[src/inc/ptt_pkg.sv]
// constants and types shared by the pilot transfer trip scheme logic
package ptt_pkg;
    // register byte offsets on the apb bus
    localparam logic [7:0] CTRL_OFS = 8'h00;
    localparam logic [7:0] PU_DLY_OFS = 8'h04;
    localparam logic [7:0] PO_DLY_OFS = 8'h08;
    localparam logic [7:0] GUARD_OFS = 8'h0c;
    localparam logic [7:0] ECHO_DUR_OFS = 8'h10;
    localparam logic [7:0] ECHO_LOCK_OFS = 8'h14;
    localparam logic [7:0] SEAL_OFS = 8'h18;
    localparam logic [7:0] STAT_OFS = 8'h1c;
    localparam logic [7:0] INT_STAT_OFS = 8'h20;
    localparam logic [7:0] INT_CLR_OFS = 8'h24;
    localparam logic [7:0] INT_EN_OFS = 8'h28;
    // setting table: six timer settings from PU_DLY_OFS upward
    localparam int NUM_DLY = 6;
    localparam int IDX_PU = 0;
    localparam int IDX_PO = 1;
    localparam int IDX_GUARD = 2;
    localparam int IDX_ECHO_DUR = 3;
    localparam int IDX_ECHO_LOCK = 4;
    localparam int IDX_SEAL = 5;
    // control register fields
    localparam int CTRL_MODE_LSB = 0;
    localparam int CTRL_SEAL_BIT = 2;
    localparam int CTRL_DIR_EN_BIT = 3;
    localparam int CTRL_NEG_SEL_BIT = 4;
    localparam int CTRL_NEU_SEL_BIT = 5;
    localparam int CTRL_OPEN_CONT_BIT = 6;
    localparam int CTRL_ECHO_EN_BIT = 7;
    localparam int CTRL_W = 8;
    localparam logic [7:0] CTRL_RST = 8'h03;
    localparam logic [15:0] DLY_RST = 16'h0004;
    // interrupt event bits
    localparam int EV_TRIP = 0;
    localparam int EV_TX = 1;
    localparam int EV_ECHO = 2;
    localparam int EV_REV = 3;
    localparam int EV_W = 4;
    localparam logic [3:0] INT_RST = 4'h0;

    typedef enum logic [1:0] {
        MODE_DIRECT = 2'b00,
        MODE_PU = 2'b01,
        MODE_PO = 2'b10,
        MODE_OFF = 2'b11
    } ptt_mode_e;

    typedef enum logic [1:0] {
        ECHO_IDLE = 2'b00,
        ECHO_SEND = 2'b01,
        ECHO_LOCK = 2'b10
    } ptt_echo_e;
endpackage

[src/hw/ptt_pickup_timer.sv]
// pickup timer: qualifies an input that stays high for a set number of ticks
`timescale 1ns/1ps
module ptt_pickup_timer #(
    parameter int TW = 16
) (
    input wire logic pclk,
    input wire logic presetn,
    input wire logic clr,
    input wire logic tick,
    input wire logic din,
    input wire logic [TW-1:0] delay,
    output logic qual
);
    logic [TW-1:0] cnt_r;
    logic [TW-1:0] cnt_nxt;
    logic qual_r;
    logic qual_nxt;

    // count ticks while the input holds; any drop restarts the wait
    always_comb
    begin
        cnt_nxt = cnt_r;
        qual_nxt = 1'b0;
        if (clr || !din)
        begin
            cnt_nxt = '0;
        end
        else
        begin
            qual_nxt = (cnt_r >= delay);
            if (tick && cnt_r < delay)
            begin
                cnt_nxt = cnt_r + TW'(1);
            end
        end
    end

    always_ff @(posedge pclk or negedge presetn)
    begin
        if (!presetn)
        begin
            cnt_r <= '0;
            qual_r <= 1'b0;
        end
        else
        begin
            cnt_r <= cnt_nxt;
            qual_r <= qual_nxt;
        end
    end

    assign qual = qual_r;
endmodule // ptt_pickup_timer

[src/hw/ptt_echo.sv]
// echo sequencer: one timed echo, then a lockout before the next
`timescale 1ns/1ps
module ptt_echo #(
    parameter int TW = 16
) (
    input wire logic pclk,
    input wire logic presetn,
    input wire logic clr,
    input wire logic tick,
    input wire logic start,
    input wire logic [TW-1:0] dur,
    input wire logic [TW-1:0] lock,
    output logic echo_active,
    output logic echo_start
);
    ptt_pkg::ptt_echo_e st_r;
    ptt_pkg::ptt_echo_e st_nxt;
    logic [TW-1:0] cnt_r;
    logic [TW-1:0] cnt_nxt;

    // idle -> send for dur ticks -> lockout for lock ticks -> idle
    always_comb
    begin
        st_nxt = st_r;
        cnt_nxt = cnt_r;
        echo_start = 1'b0;
        unique case (st_r)
            ptt_pkg::ECHO_IDLE:
            begin
                cnt_nxt = '0;
                if (start)
                begin
                    st_nxt = ptt_pkg::ECHO_SEND; // [RULE9]
                    echo_start = 1'b1;
                end
            end
            ptt_pkg::ECHO_SEND:
            begin
                if (cnt_r >= dur)
                begin
                    st_nxt = ptt_pkg::ECHO_LOCK; // [RULE10]
                    cnt_nxt = '0;
                end
                else if (tick)
                begin
                    cnt_nxt = cnt_r + TW'(1);
                end
            end
            ptt_pkg::ECHO_LOCK:
            begin
                if (cnt_r >= lock)
                begin
                    st_nxt = ptt_pkg::ECHO_IDLE;
                    cnt_nxt = '0;
                end
                else if (tick)
                begin
                    cnt_nxt = cnt_r + TW'(1);
                end
            end
            default:
            begin
                st_nxt = ptt_pkg::ECHO_IDLE;
                cnt_nxt = '0;
            end
        endcase
        if (clr)
        begin
            st_nxt = ptt_pkg::ECHO_IDLE; // [RULE15]
            cnt_nxt = '0;
            echo_start = 1'b0;
        end
    end

    always_ff @(posedge pclk or negedge presetn)
    begin
        if (!presetn)
        begin
            st_r <= ptt_pkg::ECHO_IDLE;
            cnt_r <= '0;
        end
        else
        begin
            st_r <= st_nxt;
            cnt_r <= cnt_nxt;
        end
    end

    assign echo_active = (st_r == ptt_pkg::ECHO_SEND);
endmodule // ptt_echo

[src/hw/ptt_scheme.sv]
// pilot transfer trip schemes: direct, permissive under- and over-reach
// Overview of operation
// [RULE1] direct mode: zone 1 pickup keys transmit
// [RULE2] direct mode: receive trips without local supervision
// [RULE3] direct mode: optional transmit seal-in after keying
// [RULE4] pu mode: zone 1 pickup keys transmit
// [RULE5] pu mode: trip needs qualified receive and zone 2
// [RULE6] pu mode: receive qualified after continuous pickup delay
// [RULE7] po mode: zone 2 or directional signal keys
// [RULE8] po mode: trip on qualified receive plus forward
// [RULE9] open terminal: echo received permissive once, timed
// [RULE10] lockout after echo stops further echoes
// [RULE11] option: send continuously while terminal open
// [RULE12] po mode: receive needs settable pickup delay
// [RULE13] reversal blocking on directional path, not zone 2
// [RULE14] guard time for forward pickup after receive
// [RULE15] timers count ticks; sync reset clears all
// [RULE16] one mode active; other outputs stay low
//
// The implementer's own choices: the address map and the APB register port.
`timescale 1ns/1ps
module ptt_scheme #(
    parameter int TW = 16,
    parameter int AW = 8
) (
    input wire logic pclk,
    input wire logic presetn,
    input wire logic psel,
    input wire logic penable,
    input wire logic pwrite,
    input wire logic [AW-1:0] paddr,
    input wire logic [31:0] pwdata,
    output logic [31:0] prdata,
    output logic pready,
    output logic pslverr,
    input wire logic pass_tick,
    input wire logic scheme_reset,
    input wire logic zone1_phase,
    input wire logic zone1_ground,
    input wire logic zone2_phase,
    input wire logic zone2_ground,
    input wire logic negative_sequence_forward_flag,
    input wire logic neutral_forward_flag,
    input wire logic remote_receive,
    input wire logic terminal_open,
    output logic direct_mode_transmit,
    output logic direct_mode_operate,
    output logic pu_mode_transmit,
    output logic pu_mode_operate,
    output logic po_mode_transmit,
    output logic po_mode_operate,
    output logic irq
);
    logic [7:0] ctrl_r, ctrl_nxt;
    logic [TW-1:0] dly_r [0:ptt_pkg::NUM_DLY-1];
    logic [TW-1:0] dly_nxt [0:ptt_pkg::NUM_DLY-1];
    logic [3:0] int_stat_r, int_stat_nxt;
    logic [3:0] int_en_r, int_en_nxt;
    logic [31:0] prdata_r, prdata_nxt;
    logic pready_r, pready_nxt;
    logic pslverr_r, pslverr_nxt;
    logic irq_r, irq_nxt;
    logic [5:0] out_r, out_nxt; // {po_op, po_tx, pu_op, pu_tx, dir_op, dir_tx}
    logic [TW-1:0] seal_cnt_r, seal_cnt_nxt;
    logic reversal_r, reversal_nxt;
    ptt_pkg::ptt_mode_e mode;
    logic z1, z2, dir_fwd, dir_key, pu_qual, po_qual, rev_pick;
    logic echo_active, echo_start, echo_req, open_cont;
    logic setup, wr_en, mapped;
    logic [3:0] ev;
    logic [7:0] ofs;

    assign ofs = 8'(paddr);
    assign mode = ptt_pkg::ptt_mode_e'(ctrl_r[ptt_pkg::CTRL_MODE_LSB +: 2]);
    assign z1 = zone1_phase | zone1_ground;
    assign z2 = zone2_phase | zone2_ground;
    // supplementary forward signal from the selected directional elements
    assign dir_fwd = ctrl_r[ptt_pkg::CTRL_DIR_EN_BIT]
        & ((ctrl_r[ptt_pkg::CTRL_NEG_SEL_BIT] & negative_sequence_forward_flag)
        | (ctrl_r[ptt_pkg::CTRL_NEU_SEL_BIT] & neutral_forward_flag));
    assign dir_key = dir_fwd & ~reversal_r; // [RULE13]
    assign open_cont = ctrl_r[ptt_pkg::CTRL_OPEN_CONT_BIT];
    assign echo_req = ctrl_r[ptt_pkg::CTRL_ECHO_EN_BIT] & ~open_cont
        & terminal_open & po_qual; // [RULE9]

    // receive qualification for each permissive mode
    ptt_pickup_timer #(.TW(TW)) u_pu_rx (
        .pclk(pclk),
        .presetn(presetn),
        .clr(scheme_reset || mode != ptt_pkg::MODE_PU),
        .tick(pass_tick),
        .din(remote_receive),
        .delay(dly_r[ptt_pkg::IDX_PU]),
        .qual(pu_qual)
    ); // [RULE6]
    ptt_pickup_timer #(.TW(TW)) u_po_rx (
        .pclk(pclk),
        .presetn(presetn),
        .clr(scheme_reset || mode != ptt_pkg::MODE_PO),
        .tick(pass_tick),
        .din(remote_receive),
        .delay(dly_r[ptt_pkg::IDX_PO]),
        .qual(po_qual)
    ); // [RULE12]
    // guard: receive present but no forward pickup for the whole guard time
    ptt_pickup_timer #(.TW(TW)) u_guard (
        .pclk(pclk),
        .presetn(presetn),
        .clr(scheme_reset || mode != ptt_pkg::MODE_PO),
        .tick(pass_tick),
        .din(remote_receive & ~dir_fwd),
        .delay(dly_r[ptt_pkg::IDX_GUARD]),
        .qual(rev_pick)
    ); // [RULE14]
    ptt_echo #(.TW(TW)) u_echo (
        .pclk(pclk),
        .presetn(presetn),
        .clr(scheme_reset || mode != ptt_pkg::MODE_PO),
        .tick(pass_tick),
        .start(echo_req),
        .dur(dly_r[ptt_pkg::IDX_ECHO_DUR]),
        .lock(dly_r[ptt_pkg::IDX_ECHO_LOCK]),
        .echo_active(echo_active),
        .echo_start(echo_start)
    );

    // scheme logic; only the selected mode drives its pair of outputs
    always_comb
    begin
        out_nxt = 6'h00;
        seal_cnt_nxt = seal_cnt_r;
        reversal_nxt = remote_receive & (reversal_r | rev_pick); // [RULE14]
        if (z1 && ctrl_r[ptt_pkg::CTRL_SEAL_BIT])
        begin
            seal_cnt_nxt = dly_r[ptt_pkg::IDX_SEAL]; // [RULE3]
        end
        else if (pass_tick && seal_cnt_r != '0)
        begin
            seal_cnt_nxt = seal_cnt_r - TW'(1); // [RULE15]
        end
        unique case (mode)
            ptt_pkg::MODE_DIRECT:
            begin
                out_nxt[0] = z1 | (seal_cnt_r != '0); // [RULE1] [RULE3]
                out_nxt[1] = remote_receive; // [RULE2]
            end
            ptt_pkg::MODE_PU:
            begin
                out_nxt[2] = z1; // [RULE4]
                out_nxt[3] = pu_qual & z2; // [RULE5]
            end
            ptt_pkg::MODE_PO:
            begin
                // zone 2 keys unconditionally; only the directional path is blocked
                out_nxt[4] = z2 | dir_key | echo_active
                    | (open_cont & terminal_open); // [RULE7] [RULE11] [RULE13]
                out_nxt[5] = po_qual & (z2 | dir_key); // [RULE8] [RULE12]
            end
            ptt_pkg::MODE_OFF:
            begin
                out_nxt = 6'h00; // [RULE16]
            end
        endcase
        if (mode != ptt_pkg::MODE_DIRECT)
        begin
            seal_cnt_nxt = '0;
        end
        if (mode != ptt_pkg::MODE_PO)
        begin
            reversal_nxt = 1'b0;
        end
        if (scheme_reset)
        begin
            out_nxt = 6'h00; // [RULE15]
            seal_cnt_nxt = '0;
            reversal_nxt = 1'b0;
        end
    end

    always_ff @(posedge pclk or negedge presetn)
    begin
        if (!presetn)
        begin
            out_r <= 6'h00;
            seal_cnt_r <= '0;
            reversal_r <= 1'b0;
        end
        else
        begin
            out_r <= out_nxt;
            seal_cnt_r <= seal_cnt_nxt;
            reversal_r <= reversal_nxt;
        end
    end

    // events: rising trip, rising transmit, echo start, reversal onset
    assign ev[ptt_pkg::EV_TRIP] = |{out_nxt[5], out_nxt[3], out_nxt[1]}
        & ~|{out_r[5], out_r[3], out_r[1]};
    assign ev[ptt_pkg::EV_TX] = |{out_nxt[4], out_nxt[2], out_nxt[0]}
        & ~|{out_r[4], out_r[2], out_r[0]};
    assign ev[ptt_pkg::EV_ECHO] = echo_start;
    assign ev[ptt_pkg::EV_REV] = reversal_nxt & ~reversal_r;

    // apb slave: no wait states, answer registered at the setup edge
    assign setup = psel & ~penable;
    assign wr_en = psel & penable & pready_r & pwrite & ~pslverr_r;
    assign mapped = (ofs <= ptt_pkg::INT_EN_OFS) && (ofs[1:0] == 2'b00);

    always_comb
    begin
        ctrl_nxt = ctrl_r;
        int_en_nxt = int_en_r;
        for (int i = 0; i < ptt_pkg::NUM_DLY; i++)
        begin
            dly_nxt[i] = dly_r[i];
        end
        pready_nxt = setup;
        pslverr_nxt = setup & ~mapped;
        prdata_nxt = prdata_r;
        // a clear in the same cycle as a new event loses to the event
        int_stat_nxt = int_stat_r | ev;
        if (setup && !pwrite)
        begin
            prdata_nxt = 32'h0000_0000;
            case (ofs)
                ptt_pkg::CTRL_OFS: prdata_nxt = 32'(ctrl_r);
                ptt_pkg::STAT_OFS: prdata_nxt = 32'({reversal_r, echo_active, out_r});
                ptt_pkg::INT_STAT_OFS: prdata_nxt = 32'(int_stat_r);
                ptt_pkg::INT_EN_OFS: prdata_nxt = 32'(int_en_r);
                default:
                begin
                    for (int i = 0; i < ptt_pkg::NUM_DLY; i++)
                    begin
                        if (ofs == ptt_pkg::PU_DLY_OFS + 8'(4 * i))
                        begin
                            prdata_nxt = 32'(dly_r[i]);
                        end
                    end
                end
            endcase
        end
        if (wr_en)
        begin
            case (ofs)
                ptt_pkg::CTRL_OFS: ctrl_nxt = pwdata[7:0];
                ptt_pkg::INT_CLR_OFS: int_stat_nxt = (int_stat_r & ~pwdata[3:0]) | ev;
                ptt_pkg::INT_EN_OFS: int_en_nxt = pwdata[3:0];
                default:
                begin
                    for (int i = 0; i < ptt_pkg::NUM_DLY; i++)
                    begin
                        if (ofs == ptt_pkg::PU_DLY_OFS + 8'(4 * i))
                        begin
                            dly_nxt[i] = pwdata[TW-1:0];
                        end
                    end
                end
            endcase
        end
        irq_nxt = |(int_stat_nxt & int_en_nxt);
    end

    always_ff @(posedge pclk or negedge presetn)
    begin
        if (!presetn)
        begin
            ctrl_r <= ptt_pkg::CTRL_RST;
            int_en_r <= ptt_pkg::INT_RST;
            int_stat_r <= ptt_pkg::INT_RST;
            for (int i = 0; i < ptt_pkg::NUM_DLY; i++)
            begin
                dly_r[i] <= TW'(ptt_pkg::DLY_RST);
            end
            prdata_r <= 32'h0000_0000;
            pready_r <= 1'b0;
            pslverr_r <= 1'b0;
            irq_r <= 1'b0;
        end
        else
        begin
            ctrl_r <= ctrl_nxt;
            int_en_r <= int_en_nxt;
            int_stat_r <= int_stat_nxt;
            for (int i = 0; i < ptt_pkg::NUM_DLY; i++)
            begin
                dly_r[i] <= dly_nxt[i];
            end
            prdata_r <= prdata_nxt;
            pready_r <= pready_nxt;
            pslverr_r <= pslverr_nxt;
            irq_r <= irq_nxt;
        end
    end

    assign prdata = prdata_r;
    assign pready = pready_r;
    assign pslverr = pslverr_r;
    assign irq = irq_r;
    assign direct_mode_transmit = out_r[0];
    assign direct_mode_operate = out_r[1];
    assign pu_mode_transmit = out_r[2];
    assign pu_mode_operate = out_r[3];
    assign po_mode_transmit = out_r[4];
    assign po_mode_operate = out_r[5];
endmodule // ptt_scheme

[config.mk]
export PLATFORM = sky130hd
export DESIGN_NAME = ptt_scheme
export DESIGN_NICKNAME = d
export VERILOG_FILES = /design/src/inc/ptt_pkg.sv /design/src/hw/ptt_pickup_timer.sv /design/src/hw/ptt_echo.sv /design/src/hw/ptt_scheme.sv
export SDC_FILE = /design/constraint.sdc
export NUM_CORES = 1
export LEC_CHECK = 0
export ABC_AREA = 1
export BUFFER_PORTS_ARGS = -buffer_cell sky130_fd_sc_hd__buf_2
export CORE_MARGIN = 10
export CORE_UTILIZATION = 55
export CTS_CLUSTER_DIAMETER = 150
export CTS_CLUSTER_SIZE = 25
export DETAILED_ROUTE_END_ITERATION = 10
export GPL_TIMING_DRIVEN = 0
export HOLD_SLACK_MARGIN = 0.03
export PLACE_DENSITY = 0.76
export SLEW_MARGIN = 30
export SYNTH_ARGS = -nofsm -noshare
export SYNTH_HDL_FRONTEND = slang
export SYNTH_HIERARCHICAL = 1
export SYNTH_SLANG_ARGS = --single-unit
export TNS_END_PERCENT = 1
[constraint.sdc]
create_clock -name pclk -period 1.8 [get_ports pclk]
set_clock_uncertainty 0.15 [all_clocks]
set_input_delay 0.36 -clock pclk [delete_from_list [all_inputs] [get_ports pclk]]
set_output_delay 0.36 -clock pclk [all_outputs]
set_load 0.01 [all_outputs]
; ---- Word-level counts from Yosys, hierarchy flattened
; Index checks and enable logic that the tools add are counted.
[totals]
word_cells = 182
input_bits = 55
register_bits = 239
[classes]
eq_ne = 19
reduce_logical = 41
bitwise_logic = 41
addsub = 5
mux = 43
n_lt_le_gt_ge = 9
[op_table]
columns = operator, count
row1 = 16-bit 2-to-1 mux, 15
row2 = 32-bit 2-to-1 mux, 5
row3 = 32-bit case mux with 4 select lines, 1
row4 = 16-bit >= comparator, 5
row5 = 16-bit by 1-bit adder with 16-bit output (second input constant), 4
row6 = 16-bit < comparator, 3
row7 = 8-bit by 5-bit == test with 1-bit output (second input constant), 4
row8 = 16-bit case mux with 2 select lines, 1
row9 = 8-bit by 6-bit == test with 1-bit output (second input constant), 3
row10 = 1-bit AND, 21
row11 = 3-bit AND reduction, 7
row12 = 8-bit by 4-bit == test with 1-bit output (second input constant), 2
row13 = 4-bit 2-to-1 mux, 4
row14 = 16-bit nonzero test, 1
row15 = 16-bit by 1-bit subtractor with 16-bit output (second input constant), 1
row16 = 3-bit OR reduction, 5
row17 = 2-bit 2-to-1 mux, 7
row18 = 4-bit AND, 2
row19 = 8-bit by 3-bit == test with 1-bit output (second input constant), 1
row20 = 8-bit by 6-bit less-or-equal comparator with 1-bit output (second input constant), 1
row21 = 8-bit logical NOT, 1
row22 = 1-bit 2-to-1 mux, 8
row23 = 1-bit bitwise OR, 8
row24 = 4-bit bitwise OR, 2
row25 = other kinds (19), 46

; ---- Depth between registers and ports, before layout
; Gate-level depths: netlist (run 1).
[logic_depth]
word_depth = 16
mapped_depth = 15

; ---- By module
; The synthesis (run 1) kept the hierarchy.
[modules_own_cells]
columns = mod, seq_area_each_um2, cells_each, area_per_inst_um2, n_inst
row1 = ptt_scheme, 3863.7, 984, 7523.5, 1
row2 = ptt_pickup_timer, 425.4, 219, 1516.5, 3
row3 = ptt_echo, 450.4, 271, 1905.6, 1

; ---- Least setup slack after synthesis (run 1)
; Ideal clock, no wire load.
[synth_path]
kind = reg-to-reg
from = reg dly_r[18] in the netlist's numbering
to = reg u_echo.cnt_r[13]
path_slack_ns = -0.127
stages_incl_launch_ff = 15
path_buffers = 1
setup_ns = 0.121
required_time_ns = 1.529
arrival_time_ns = 1.656
path_cell_list = dfstp_2 -> inv_1 -> ha_1 -> nand2_1 -> nor2_1 -> nor2_1 -> nand2_1 -> nand2_1 -> nand2_1 -> nand2_1 -> nand2_1 -> nand2_1 -> nand2_1 -> buf_2 -> nor2_1
[synth_via]
elab_chain_cells = 4
[synth_lines]
columns = element, line
row1 = "start, declared", ptt_scheme.sv:55  ; logic [TW-1:0] dly_r [0:ptt_pkg::NUM_DLY-1];
row2 = "start signal, assigned by index", ptt_scheme.sv:272  ; dly_r[i] <= TW'(ptt_pkg::DLY_RST);
row3 = "start signal, assigned by index", ptt_scheme.sv:286  ; dly_r[i] <= dly_nxt[i];
row4 = 16-bit >= comparator, ptt_echo.sv:51  ; if (cnt_r >= lock)
row5 = 16-bit 2-to-1 mux, ptt_echo.sv:51
row6 = 16-bit case mux with 2 select lines, ptt_echo.sv:27  ; unique case (st_r)
row7 = 16-bit 2-to-1 mux, ptt_echo.sv:67  ; if (clr)
row8 = via u_echo.cnt_nxt[13], ptt_echo.sv:19  ; logic [TW-1:0] cnt_nxt;
row9 = "end signal, assigned", ptt_echo.sv:85  ; cnt_r <= cnt_nxt;
row10 = "end, declared", ptt_echo.sv:18  ; logic [TW-1:0] cnt_r;
; The timed path passes the listed nets, and every way through them passes these cells.
; A chain may end at the register's enable or synchronous reset.

; ---- Worst setup path after layout (run 1)
[layout_path]
from = reg u_guard.cnt_r[13]
to = reg u_guard.cnt_r[3]
[layout_via]
elab_chain_cells = 3
[layout_lines]
columns = element, line
row1 = "start, declared", ptt_pickup_timer.sv:14  ; logic [TW-1:0] cnt_r;
row2 = "start signal, assigned", ptt_pickup_timer.sv:47  ; cnt_r <= cnt_nxt;
row3 = 16-bit < comparator, ptt_pickup_timer.sv:31  ; if (tick && cnt_r < delay)
row4 = 1-bit logical AND, ptt_pickup_timer.sv:31
row5 = 2-bit nonzero test (no source line), n/a
; Every way passes these cells.

==> impl_metrics.tcl, run 1 <==
set metrics [dict create \
    run_status "finished with violations" \
    violations "hold timing, setup timing" \
    initial_standard_cell_utilization_of_the_core_pct 55.7 \
    detailedRoute.firstIterationViolations 1392 \
    grtUsageMet1_pct 32.5 \
    crit_start "u_guard/cnt_r[13]$_DFFE_PN0P_" \
    reg2reg_depth 9 \
    num_io_pins 96 \
    final_wl_mm 40.2 \
    post_synth_edffs 0 \
    tritoncts "built" \
    yosys_register_bits 223 \
    grt_pass1_wl_mm 63.5 \
    worstSkewPairLatency_ns 0.49 \
    slew_violations 0 \
    fillCellCount 2184 \
    post_drt_wl_per_cell_um 16.9 \
    dp_cells 2322 \
    clock-sinks 223 \
    grtUsageMet3_pct 4.24 \
    crit_type "reg2reg" \
    power_density_mw_per_mm2 647 \
    report.power.total_mw 10.4 \
    drc_errors 0 \
    grt.busiest_layer "met2" \
    chipWidth_um 179 \
    tightestPinTransition_ns 0.581 \
    timing.max_cap.violations 0 \
    synthDistinctLibCells 45 \
    mostFrequentLayoutCells "sky130_fd_sc_hd__nand2_1 (551), sky130_fd_sc_hd__inv_1 (235), sky130_fd_sc_hd__dfrtp_1 (195)" \
    leakagePower_nw 7.89 \
    grt_remaining_overflow 0 \
    hold_path_class "in2async" \
    timing.critical_path.to_type "flop" \
    via_count_of_the_first_global_routing_pass 12200 \
    synth_ff_type "sky130_fd_sc_hd__dfrtp_1" \
    setup.worst_path.end "u_guard/cnt_r[3]$_DFFE_PN0P_" \
    final_antenna_net_count 0 \
    row_count 58 \
    vias 13100 \
    share_of_final_layout_standard_cells_stronger_than_drive_strength_1_pct 17.0 \
    antenna_cells 0 \
    instances_no_fill 2381 \
    place_worst_setup_slack_ns -0.654 \
    cts_made_buffers 12 \
    irDropWorstVdd_v 0.000717 \
    vias_per_cell 5.49 \
    finalInstanceArea_mm2 0.0161 \
    yosysSeqAreaShare_pct 40.0 \
    yosys_warnings 6 \
    drt_first_pass_iters 5 \
    async_flop_share_pct 100 \
    placement.io_buffers 63 \
    hold_ws_ns -0.320 \
    final_core_occ_pct 64.1 \
    setup-tns-final_ns -14.96 \
    number_of_instances_in_the_synthesized_netlist 1912 \
    worst_slew_margin_rel_pct 61.2 \
    syn_to_final_growth_pct 15.2 \
    dp_hpwl_mm 29.3 \
    fmax_mhz 491 \
    report.final.hold_viol_count 70 \
    crit-reg2reg-capture "u_guard/cnt_r[3]$_DFFE_PN0P_" \
    reg2reg_from "u_guard/cnt_r[13]$_DFFE_PN0P_" \
    min_period_over_period_pct 113 \
    avg_synthesized_cell_area_um2 7.31 \
    critPathMaxFanout 10 \
    cts-root-to-sink-buffers 3 \
    groute.layer.met2.usage_pct 36.8 \
    grt_antenna_before_repair 0 \
    place_congestion 0.936 \
    finalNetCount 2190 \
    setup_violations 159 \
    die_area_mm2 0.0322 \
    rrSetupSlack_ns -0.24 \
    crit_required_ns 2.08 \
    placed_cell_area_mm2 0.0149 \
    cts-hold-fix-buffers 5 \
    layout_commonest_cell "sky130_fd_sc_hd__nand2_1" \
    ctsRootBufferMaster "sky130_fd_sc_hd__clkbuf_16" \
    grt_setup_unrepaired "true" \
    grt_overall_usage_pct 23.5 \
    grt_max_degree 78 \
    mappedNetlistArea_mm2 0.0140 \
    finalCriticalPeriod_ns 2.04 \
    critical_path_arrival_ns 2.32 \
    design.core.area_mm2 0.0251 \
    clk_pin_slew_ns 0.10 \
    ctsHtreeMaxLevel 1 \
    timing.final.ws_setup_ns -0.238 \
    worst_setup_path_start_kind "flop" \
    die_y_um 179 \
]
-- cell families (layout without fill, tap and decap cells) --
group	after synthesis	after routing	synth area share, %
fa+ha+maj	90	90	8.06
simple gates	1007	1007	31.1
mux	1	1	0.0716
compound gates	236	236	8.87
flops	223	223	40.0
buf+inv	318	442	9.63
xor+xnor	36	36	2.26
other cells	1	16	0.0268
-- how the worst min path moves through the flow --
stage / from / end / slack (ns) / depth (start not counted)
after floorplan: presetn / ctrl_r[2]$_DFFE_PN0P_ / -0.09 / 0
after global placement: prdata[13]$_DFFE_PN0P_ / prdata[13]$_DFFE_PN0P_ / 0.31 / 2
after detailed placement: presetn / u_echo/cnt_r[7]$_DFF_PN0_ / 0.22 / 1
after CTS: presetn / u_guard/cnt_r[7]$_DFFE_PN0P_ / -0.30 / 1
after global routing: presetn / u_guard/cnt_r[7]$_DFFE_PN0P_ / -0.29 / 1
final: presetn / u_echo/cnt_r[3]$_DFF_PN0_ / -0.32 / 1
-- synthesized netlist by cell type, types with 8 or more instances --
master,count,share of area [%]
sky130_fd_sc_hd__nand2_1,577,15
sky130_fd_sc_hd__inv_1,249,6.7
sky130_fd_sc_hd__dfrtp_1,215,38
sky130_fd_sc_hd__nor2_1,194,5.2
sky130_fd_sc_hd__o21ai_0,151,5.4
sky130_fd_sc_hd__nand3_1,128,4.6
sky130_fd_sc_hd__ha_1,90,8.1
sky130_fd_sc_hd__a21oi_1,57,2.0
sky130_fd_sc_hd__buf_2,26,0.93
sky130_fd_sc_hd__nand4_1,25,1.1
sky130_fd_sc_hd__buf_4,20,1.1
sky130_fd_sc_hd__xor2_1,20,1.3
sky130_fd_sc_hd__nor2_2,17,0.76
sky130_fd_sc_hd__xnor2_1,16,1.0
sky130_fd_sc_hd__nor3_1,14,0.50
sky130_fd_sc_hd__nor2_4,10,0.81
sky130_fd_sc_hd__or2_2,9,0.40
sky130_fd_sc_hd__clkbuf_1,8,0.21
sky130_fd_sc_hd__dfstp_2,8,1.5
sky130_fd_sc_hd__nand2_2,8,0.36
sky130_fd_sc_hd__o22ai_1,8,0.36
-- critical path, stage by stage (launching register included) --
cell	delay, ns
sky130_fd_sc_hd__dfrtp_2	0.47
sky130_fd_sc_hd__ha_1	0.30
sky130_fd_sc_hd__a21oi_1	0.18
sky130_fd_sc_hd__o21ai_1	0.13
sky130_fd_sc_hd__a21oi_2	0.22
sky130_fd_sc_hd__nand3_4	0.14
sky130_fd_sc_hd__nand2_4	0.15
sky130_fd_sc_hd__buf_8	0.14
sky130_fd_sc_hd__nand2_1	0.05
sky130_fd_sc_hd__nand2_1	0.06
-- registers in the layout, summed over array words and instances (netlist names) --
register       cells
int_stat_r         4
u_pu_rx/qual       1
prdata            16
reversal_r         1
u_guard/cnt_r     16
pslverr            1
int_en_r           4
u_pu_rx/cnt_r     16
u_echo/cnt_r      16
u_guard/qual       1
irq                1
seal_cnt_r        16
ctrl_r             8
dly_r             96
pready             1
u_po_rx/cnt_r     16
u_po_rx/qual       1
u_echo/st_r        2
out_r              6
-- per-layer routing --
metal / wire, µm / share of wire [%]
met1: 17400 / 43
met2: 18200 / 45
met3: 3470 / 8.6
met4: 1170 / 2.9
met5: 0 / 0
-- report_power, final --
part           switching [mW]  internal, mW  total, mW
clock network            1.69          1.40       3.08
logic                    1.24         0.695       1.94
registers               0.199          5.20       5.40
total                    3.13          7.29       10.4
-- repair_timing --
action,in CTS,in global routing
pin swaps,20,16
gates resized for setup,72,88
gates cloned,1,1
hold endpoints to repair,74,70
buffers inserted,8,24
endpoints found under the setup margin,187,198
-- cell type report --
cell class | count | area [µm²] | area share (%)
inverter | 253 | 955 | 5.93
sequential | 223 | 5620 | 34.9
tap | 330 | 413 | 2.56
timing repair buffer | 104 | 713 | 4.43
multi-input combinational | 1386 | 7560 | 47.0
buffer | 65 | 479 | 2.98
clock buffer | 20 | 362 | 2.25
Note: power is estimated with default switching activity, not from simulation.
==> run 2: changes to the inputs <==
--- a/config.mk
+++ b/config.mk
@@ -14,7 +14,7 @@
 export DETAILED_ROUTE_END_ITERATION = 10
 export GPL_TIMING_DRIVEN = 0
 export HOLD_SLACK_MARGIN = 0.03
-export PLACE_DENSITY = 0.76
+export PLACE_DENSITY = 0.75
 export SLEW_MARGIN = 30
 export SYNTH_ARGS = -nofsm -noshare
 export SYNTH_HDL_FRONTEND = slang
==> run 2 against run 1 <==
Compared with the run above: the run ends with setup timing left; combinational power grew 3%; core utilization down 0.41 points; first-iteration DRC count fell by 9.8%; fmax shrank 1.8%; clock power about the same; critical path depth up 5; cell count fell by 0.67%; wire length about the same; die area unchanged; register-to-register slack lost 0.04 ns; highest routed layer unchanged.
==> impl_metrics.tcl, run 2 (synthesis gave the netlist of run 1 again) <==
set metrics [dict create \
    die_y_um 179 \
    reg2reg_depth 14 \
    leakagePower_nw 7.81 \
    num_io_pins 96 \
    grt_remaining_overflow 0 \
    die_area_mm2 0.0322 \
    grt_overall_usage_pct 23.7 \
    ctsHtreeMaxLevel 1 \
    slew_violations 0 \
    report.final.hold_viol_count 0 \
    worst_setup_path_start_kind "flop" \
    run_status "finished with violations" \
    chipWidth_um 179 \
    mostFrequentLayoutCells "sky130_fd_sc_hd__nand2_1 (559), sky130_fd_sc_hd__inv_1 (235), sky130_fd_sc_hd__dfrtp_1 (201)" \
    initial_standard_cell_utilization_of_the_core_pct 55.7 \
    cts_made_buffers 12 \
    cts-root-to-sink-buffers 3 \
    syn_to_final_growth_pct 14.4 \
    vias_per_cell 5.48 \
    irDropWorstVdd_v 0.000901 \
    grt_setup_unrepaired "true" \
    setup_violations 120 \
    tritoncts "built" \
    timing.max_cap.violations 0 \
    row_count 58 \
    final_antenna_net_count 0 \
    fmax_mhz 482 \
    clk_pin_slew_ns 0.11 \
    finalNetCount 2174 \
    drc_errors 0 \
    finalCriticalPeriod_ns 2.07 \
    timing.critical_path.to_type "flop" \
    tightestPinTransition_ns 0.517 \
    critPathMaxFanout 5 \
    share_of_final_layout_standard_cells_stronger_than_drive_strength_1_pct 16.2 \
    timing.final.ws_setup_ns -0.275 \
    depth_of_the_worst_hold_timing_path 3 \
    dp_hpwl_mm 29.8 \
    grt_antenna_before_repair 0 \
    clock-sinks 223 \
    place_congestion 0.956 \
    ctsRootBufferMaster "sky130_fd_sc_hd__clkbuf_16" \
    post_drt_wl_per_cell_um 17.0 \
    critical_path_arrival_ns 2.31 \
    hold_path_class "in2reg" \
    violations "setup timing" \
    setup-tns-final_ns -12.43 \
    crit_type "reg2reg" \
    regMostFlops "dly_r" \
    largest_register_ffs 96 \
    placement.io_buffers 63 \
    grt_pass1_wl_mm 64.1 \
    fillCellCount 2261 \
    worst_slew_margin_rel_pct 65.5 \
    design.core.area_mm2 0.0251 \
    hold_ws_ns 0.0499 \
    power_density_mw_per_mm2 657 \
    grt_max_degree 67 \
    drt_first_pass_iters 6 \
    place_worst_setup_slack_ns -0.640 \
    worstSkewPairLatency_ns 0.49 \
    layout_commonest_cell "sky130_fd_sc_hd__nand2_1" \
    final_wl_mm 40.2 \
    via_count_of_the_first_global_routing_pass 12400 \
    crit_required_ns 2.03 \
    vias 13000 \
    report.power.total_mw 10.5 \
    antenna_cells 0 \
    min_period_over_period_pct 115 \
    detailedRoute.firstIterationViolations 1256 \
]
==> run 2: changes by cell type in the layout (fill, tap and decap cells not counted), sizes merged <==
cell,delta
buf,-18
clkbuf,+1
clkinv,-1
dlygate4sd3,+1
inv,+1
==> run 2: area by class of cell <==
class	count	area (µm²)	area share (%)
tap	330	413	2.58
clock buffer	20	362	2.26
inverter	253	952	5.95
buffer	65	489	3.06
timing repair buffer	88	622	3.89
multi-input combinational	1386	7550	47.2
sequential	223	5610	35.1
==> run 2: critical path, cell delays in order, from the launching register on <==
cell and delay [ns]:
sky130_fd_sc_hd__dfstp_2 0.59, sky130_fd_sc_hd__inv_2 0.05, sky130_fd_sc_hd__ha_4 0.25, sky130_fd_sc_hd__nand2_2 0.04, sky130_fd_sc_hd__nor2_1 0.10, sky130_fd_sc_hd__nor2_1 0.06, sky130_fd_sc_hd__nand2_1 0.08, sky130_fd_sc_hd__nand2_1 0.06
sky130_fd_sc_hd__nand2_1 0.07, sky130_fd_sc_hd__nand2_1 0.06, sky130_fd_sc_hd__nand2_2 0.09, sky130_fd_sc_hd__nand2_4 0.08, sky130_fd_sc_hd__nand2_8 0.09, sky130_fd_sc_hd__clkbuf_16 0.16, sky130_fd_sc_hd__nor2_2 0.04
==> run 2: path summary, 6_finish.rpt <==
path / slack (ns) / endpoint / startpoint
worst min-delay path: 0.05 / out_r[3]$_DFF_PN0_ / zone2_phase
worst max-delay path: -0.27 / u_echo/cnt_r[1]$_DFF_PN0_ / dly_r[18]$_DFFE_PN1P_
worst min register to register: 0.34 / prdata[12]$_DFFE_PN0P_ / prdata[12]$_DFFE_PN0P_
worst max register to register: -0.27 / u_echo/cnt_r[1]$_DFF_PN0_ / dly_r[18]$_DFFE_PN1P_
max in group asynchronous: 0.31 / dly_r[66]$_DFFE_PN1P_ / presetn
min in group asynchronous: 0.19 / u_echo/cnt_r[2]$_DFF_PN0_ / presetn
==> run 2: metal layers <==
layer  track usage [%]  part of all wire, %  up-vias
met5                 0                    0        -
met4              7.34                  2.9        0
met3              4.80                  8.6       64
met2              37.6                   45      569
met1              31.9                   43     6077
li1                  -                    -     6253
==> run 2: repair_timing <==
action | 4_1_cts | 5_1_grt
hold endpoints to repair | 157 | 0
gates cloned | 0 | 1
endpoints found under the setup margin | 191 | 198
pin swaps | 16 | 19
setup buffers | 4 | 11
hold buffers | 6 | 0
resized for setup | 63 | 92
==> run 2: metrics by stage <==
stage | instance area [µm²] | instances | util [%]
3_3_place_gp | 14800 | 2320 | 59.1
4_1_cts | 15600 | 2353 | 62.1
3_5_place_dp | 14900 | 2323 | 59.5
6_report | 16000 | 2365 | 63.7
5_1_grt | 16000 | 2365 | 63.7
2_1_floorplan | 14100 | 1927 | -
==> run 2: where the power goes <==
part / total [mW] / switching (mW) / internal (mW)
sequential: 5.41 / 0.206 / 5.21
combinational: 1.99 / 1.27 / 0.721
clock: 3.11 / 1.71 / 1.40
total: 10.5 / 3.18 / 7.33
==> run 3: changes to the inputs <==
--- a/config.mk
+++ b/config.mk
@@ -8,13 +8,13 @@
 export ABC_AREA = 1
 export BUFFER_PORTS_ARGS = -buffer_cell sky130_fd_sc_hd__buf_2
 export CORE_MARGIN = 10
-export CORE_UTILIZATION = 55
+export CORE_UTILIZATION = 46
 export CTS_CLUSTER_DIAMETER = 150
 export CTS_CLUSTER_SIZE = 25
 export DETAILED_ROUTE_END_ITERATION = 10
 export GPL_TIMING_DRIVEN = 0
 export HOLD_SLACK_MARGIN = 0.03
-export PLACE_DENSITY = 0.75
+export PLACE_DENSITY = 0.65
 export SLEW_MARGIN = 30
 export SYNTH_ARGS = -nofsm -noshare
 export SYNTH_HDL_FRONTEND = slang
==> run 3 against run 2 <==
Compared with the run above: register-to-register slack better by 0.04 ns; fmax up 1.7%; first-iteration DRC count down 12%; critical path type unchanged; cell count up 3.4%; setup slack better by 0.035 ns; combinational power about the same; the run still ends with setup timing left; sequential power about the same; critical endpoint is now u_pu_rx/cnt_r[5]$_DFFE_PN0P_; clock-buffer cell count down 2.
==> impl_metrics.tcl, run 3 (synthesis gave the netlist of run 1 again) <==
set metrics [dict create \
    min_period_over_period_pct 113 \
    crit_type "reg2reg" \
    final_wl_mm 41.4 \
    grt_remaining_overflow 0 \
    placement.io_buffers 63 \
    crit_required_ns 2.03 \
    slew_violations 0 \
    grt_max_degree 66 \
    initial_standard_cell_utilization_of_the_core_pct 46.9 \
    post_drt_wl_per_cell_um 16.9 \
    grt_antenna_before_repair 0 \
    largest_register_ffs 96 \
    timing.critical_path.to_type "flop" \
    hold_ws_ns 0.0557 \
    timing.final.ws_setup_ns -0.240 \
    place_worst_setup_slack_ns -0.674 \
    critPathTopFamily "simple AND/OR/NAND/NOR gates" \
    place_congestion 0.903 \
    cts_made_buffers 12 \
    setup_violations 115 \
    irDropWorstVdd_v 0.000560 \
    die_area_mm2 0.0378 \
    instances_no_fill 2446 \
    clock-sinks 223 \
    regMostFlops "dly_r" \
    syn_to_final_growth_pct 17.2 \
    vias_per_cell 5.29 \
    grt_setup_unrepaired "true" \
    multi_input_combinational_cell_area_mm2 0.00762 \
    final_core_occ_pct 55.0 \
    grt_pass1_wl_mm 65.7 \
    layout_commonest_cell "sky130_fd_sc_hd__nand2_1" \
    design.core.area_mm2 0.0298 \
    placed_cell_area_mm2 0.0150 \
    worst_slew_margin_rel_pct 64.6 \
    finalNetCount 2197 \
    worst_setup_path_start_kind "flop" \
    fmax_mhz 490 \
    antenna_cells 0 \
    grt_overall_usage_pct 20.9 \
    power_density_mw_per_mm2 641 \
    leakagePower_nw 8.02 \
    worst_path_most_repeated_cell "sky130_fd_sc_hd__nand2_1" \
    critPathMaxFanout 8 \
    dp_cells 2383 \
    cts-root-to-sink-buffers 3 \
    area.sequential_mm2 0.00561 \
    ctsHtreeMaxLevel 1 \
    drc_errors 0 \
    timing.critical_path.buf_inv 1 \
    max_incr_delay_on_cp_ns 0.47 \
    timing.critical_path.slowest_stage_cell "sky130_fd_sc_hd__dfrtp_2" \
    drt_first_pass_iters 6 \
    tightestPinTransition_ns 0.530 \
    row_count 63 \
    violations "setup timing" \
    chipWidth_um 194 \
    run_status "finished with violations" \
    via_count_of_the_first_global_routing_pass 12200 \
    die_y_um 194 \
    finalCriticalPeriod_ns 2.04 \
    detailedRoute.firstIterationViolations 1104 \
    setup-tns-final_ns -14.56 \
    share_of_final_layout_standard_cells_stronger_than_drive_strength_1_pct 18.4 \
    report.power.total_mw 10.5 \
    num_io_pins 96 \
    final_antenna_net_count 0 \
    dp_hpwl_mm 30.7 \
    timing.max_cap.violations 0 \
    critical_path_cell_by_cell "ha_4, nand4_1, nor3_4, nand2_2, nand3_4, nand2_8, buf_6, nand2_1, nand2_1" \
    hold_path_class "in2reg" \
    worstSkewPairLatency_ns 0.48 \
    mostFrequentLayoutCells "sky130_fd_sc_hd__nand2_1 (535), sky130_fd_sc_hd__inv_1 (234), sky130_fd_sc_hd__dfrtp_1 (196)" \
    fillCellCount 2823 \
    report.final.hold_viol_count 0 \
    critical_path_arrival_ns 2.27 \
    tritoncts "built" \
    vias 12900 \
    clk_pin_slew_ns 0.11 \
    ctsRootBufferMaster "sky130_fd_sc_hd__clkbuf_16" \
    finalInstanceArea_mm2 0.0164 \
]
run 3: tightest hold or removal path, stage by stage:
cell	delay, ns
sky130_fd_sc_hd__buf_2	0.09
sky130_fd_sc_hd__nor2_1	0.05
sky130_fd_sc_hd__nor2_1	0.13
run 3: cell type report:
| class | instances | share of cell area [%] |
|---|---|---|
| multi-input combinational | 1386 | 46.5 |
| sequential | 223 | 34.3 |
| inverter | 253 | 5.86 |
| timing repair buffer | 111 | 5.00 |
| buffer | 65 | 3.17 |
| tap | 390 | 2.98 |
| clock buffer | 18 | 2.16 |
run 3: routing by layer:
layer | vias up | global-route usage [%] | routed length, µm | part of all wire, %
met3 | 44 | 2.63 | 2440 | 5.9
met1 | 6160 | 30.1 | 19400 | 47
met4 | 0 | 4.06 | 722 | 1.7
met2 | 415 | 33.1 | 18900 | 46
met5 | - | 0 | 0 | 0
li1 | 6310 | - | - | -
run 3: where the power goes:
| part | switching, mW | leakage (nW) | internal, mW | total [mW] |
|---|---|---|---|---|
| registers | 0.205 | 3.01 | 5.20 | 5.41 |
| logic | 1.27 | 4.84 | 0.718 | 1.99 |
| clock network | 1.72 | 0.172 | 1.38 | 3.11 |
| total | 3.20 | 8.02 | 7.30 | 10.5 |
run 3: path summary, 6_finish.rpt:
kind / from / to / slack (ns) / cells past startpoint
setup / recovery: u_pu_rx/cnt_r[9]$_DFFE_PN0P_ / u_pu_rx/cnt_r[5]$_DFFE_PN0P_ / -0.24 / 9
hold / removal: zone1_phase / out_r[2]$_DFF_PN0_ / 0.06 / 3
setup reg to reg: u_pu_rx/cnt_r[9]$_DFFE_PN0P_ / u_pu_rx/cnt_r[5]$_DFFE_PN0P_ / -0.24 / 9
hold reg to reg: prdata[13]$_DFFE_PN0P_ / prdata[13]$_DFFE_PN0P_ / 0.34 / 2
max in group asynchronous: presetn / dly_r[82]$_DFFE_PN1P_ / 0.28 / 4
min in group asynchronous: presetn / u_echo/cnt_r[13]$_DFF_PN0_ / 0.19 / 2
run 3: what timing repair did:
action	4_1_cts	5_1_grt
pin swaps	10	26
cloned	0	3
endpoints found under the hold margin	101	0
buffers inserted	3	33
gates resized for setup	69	146
endpoints found under the setup margin	194	197
hold buffers	6	0
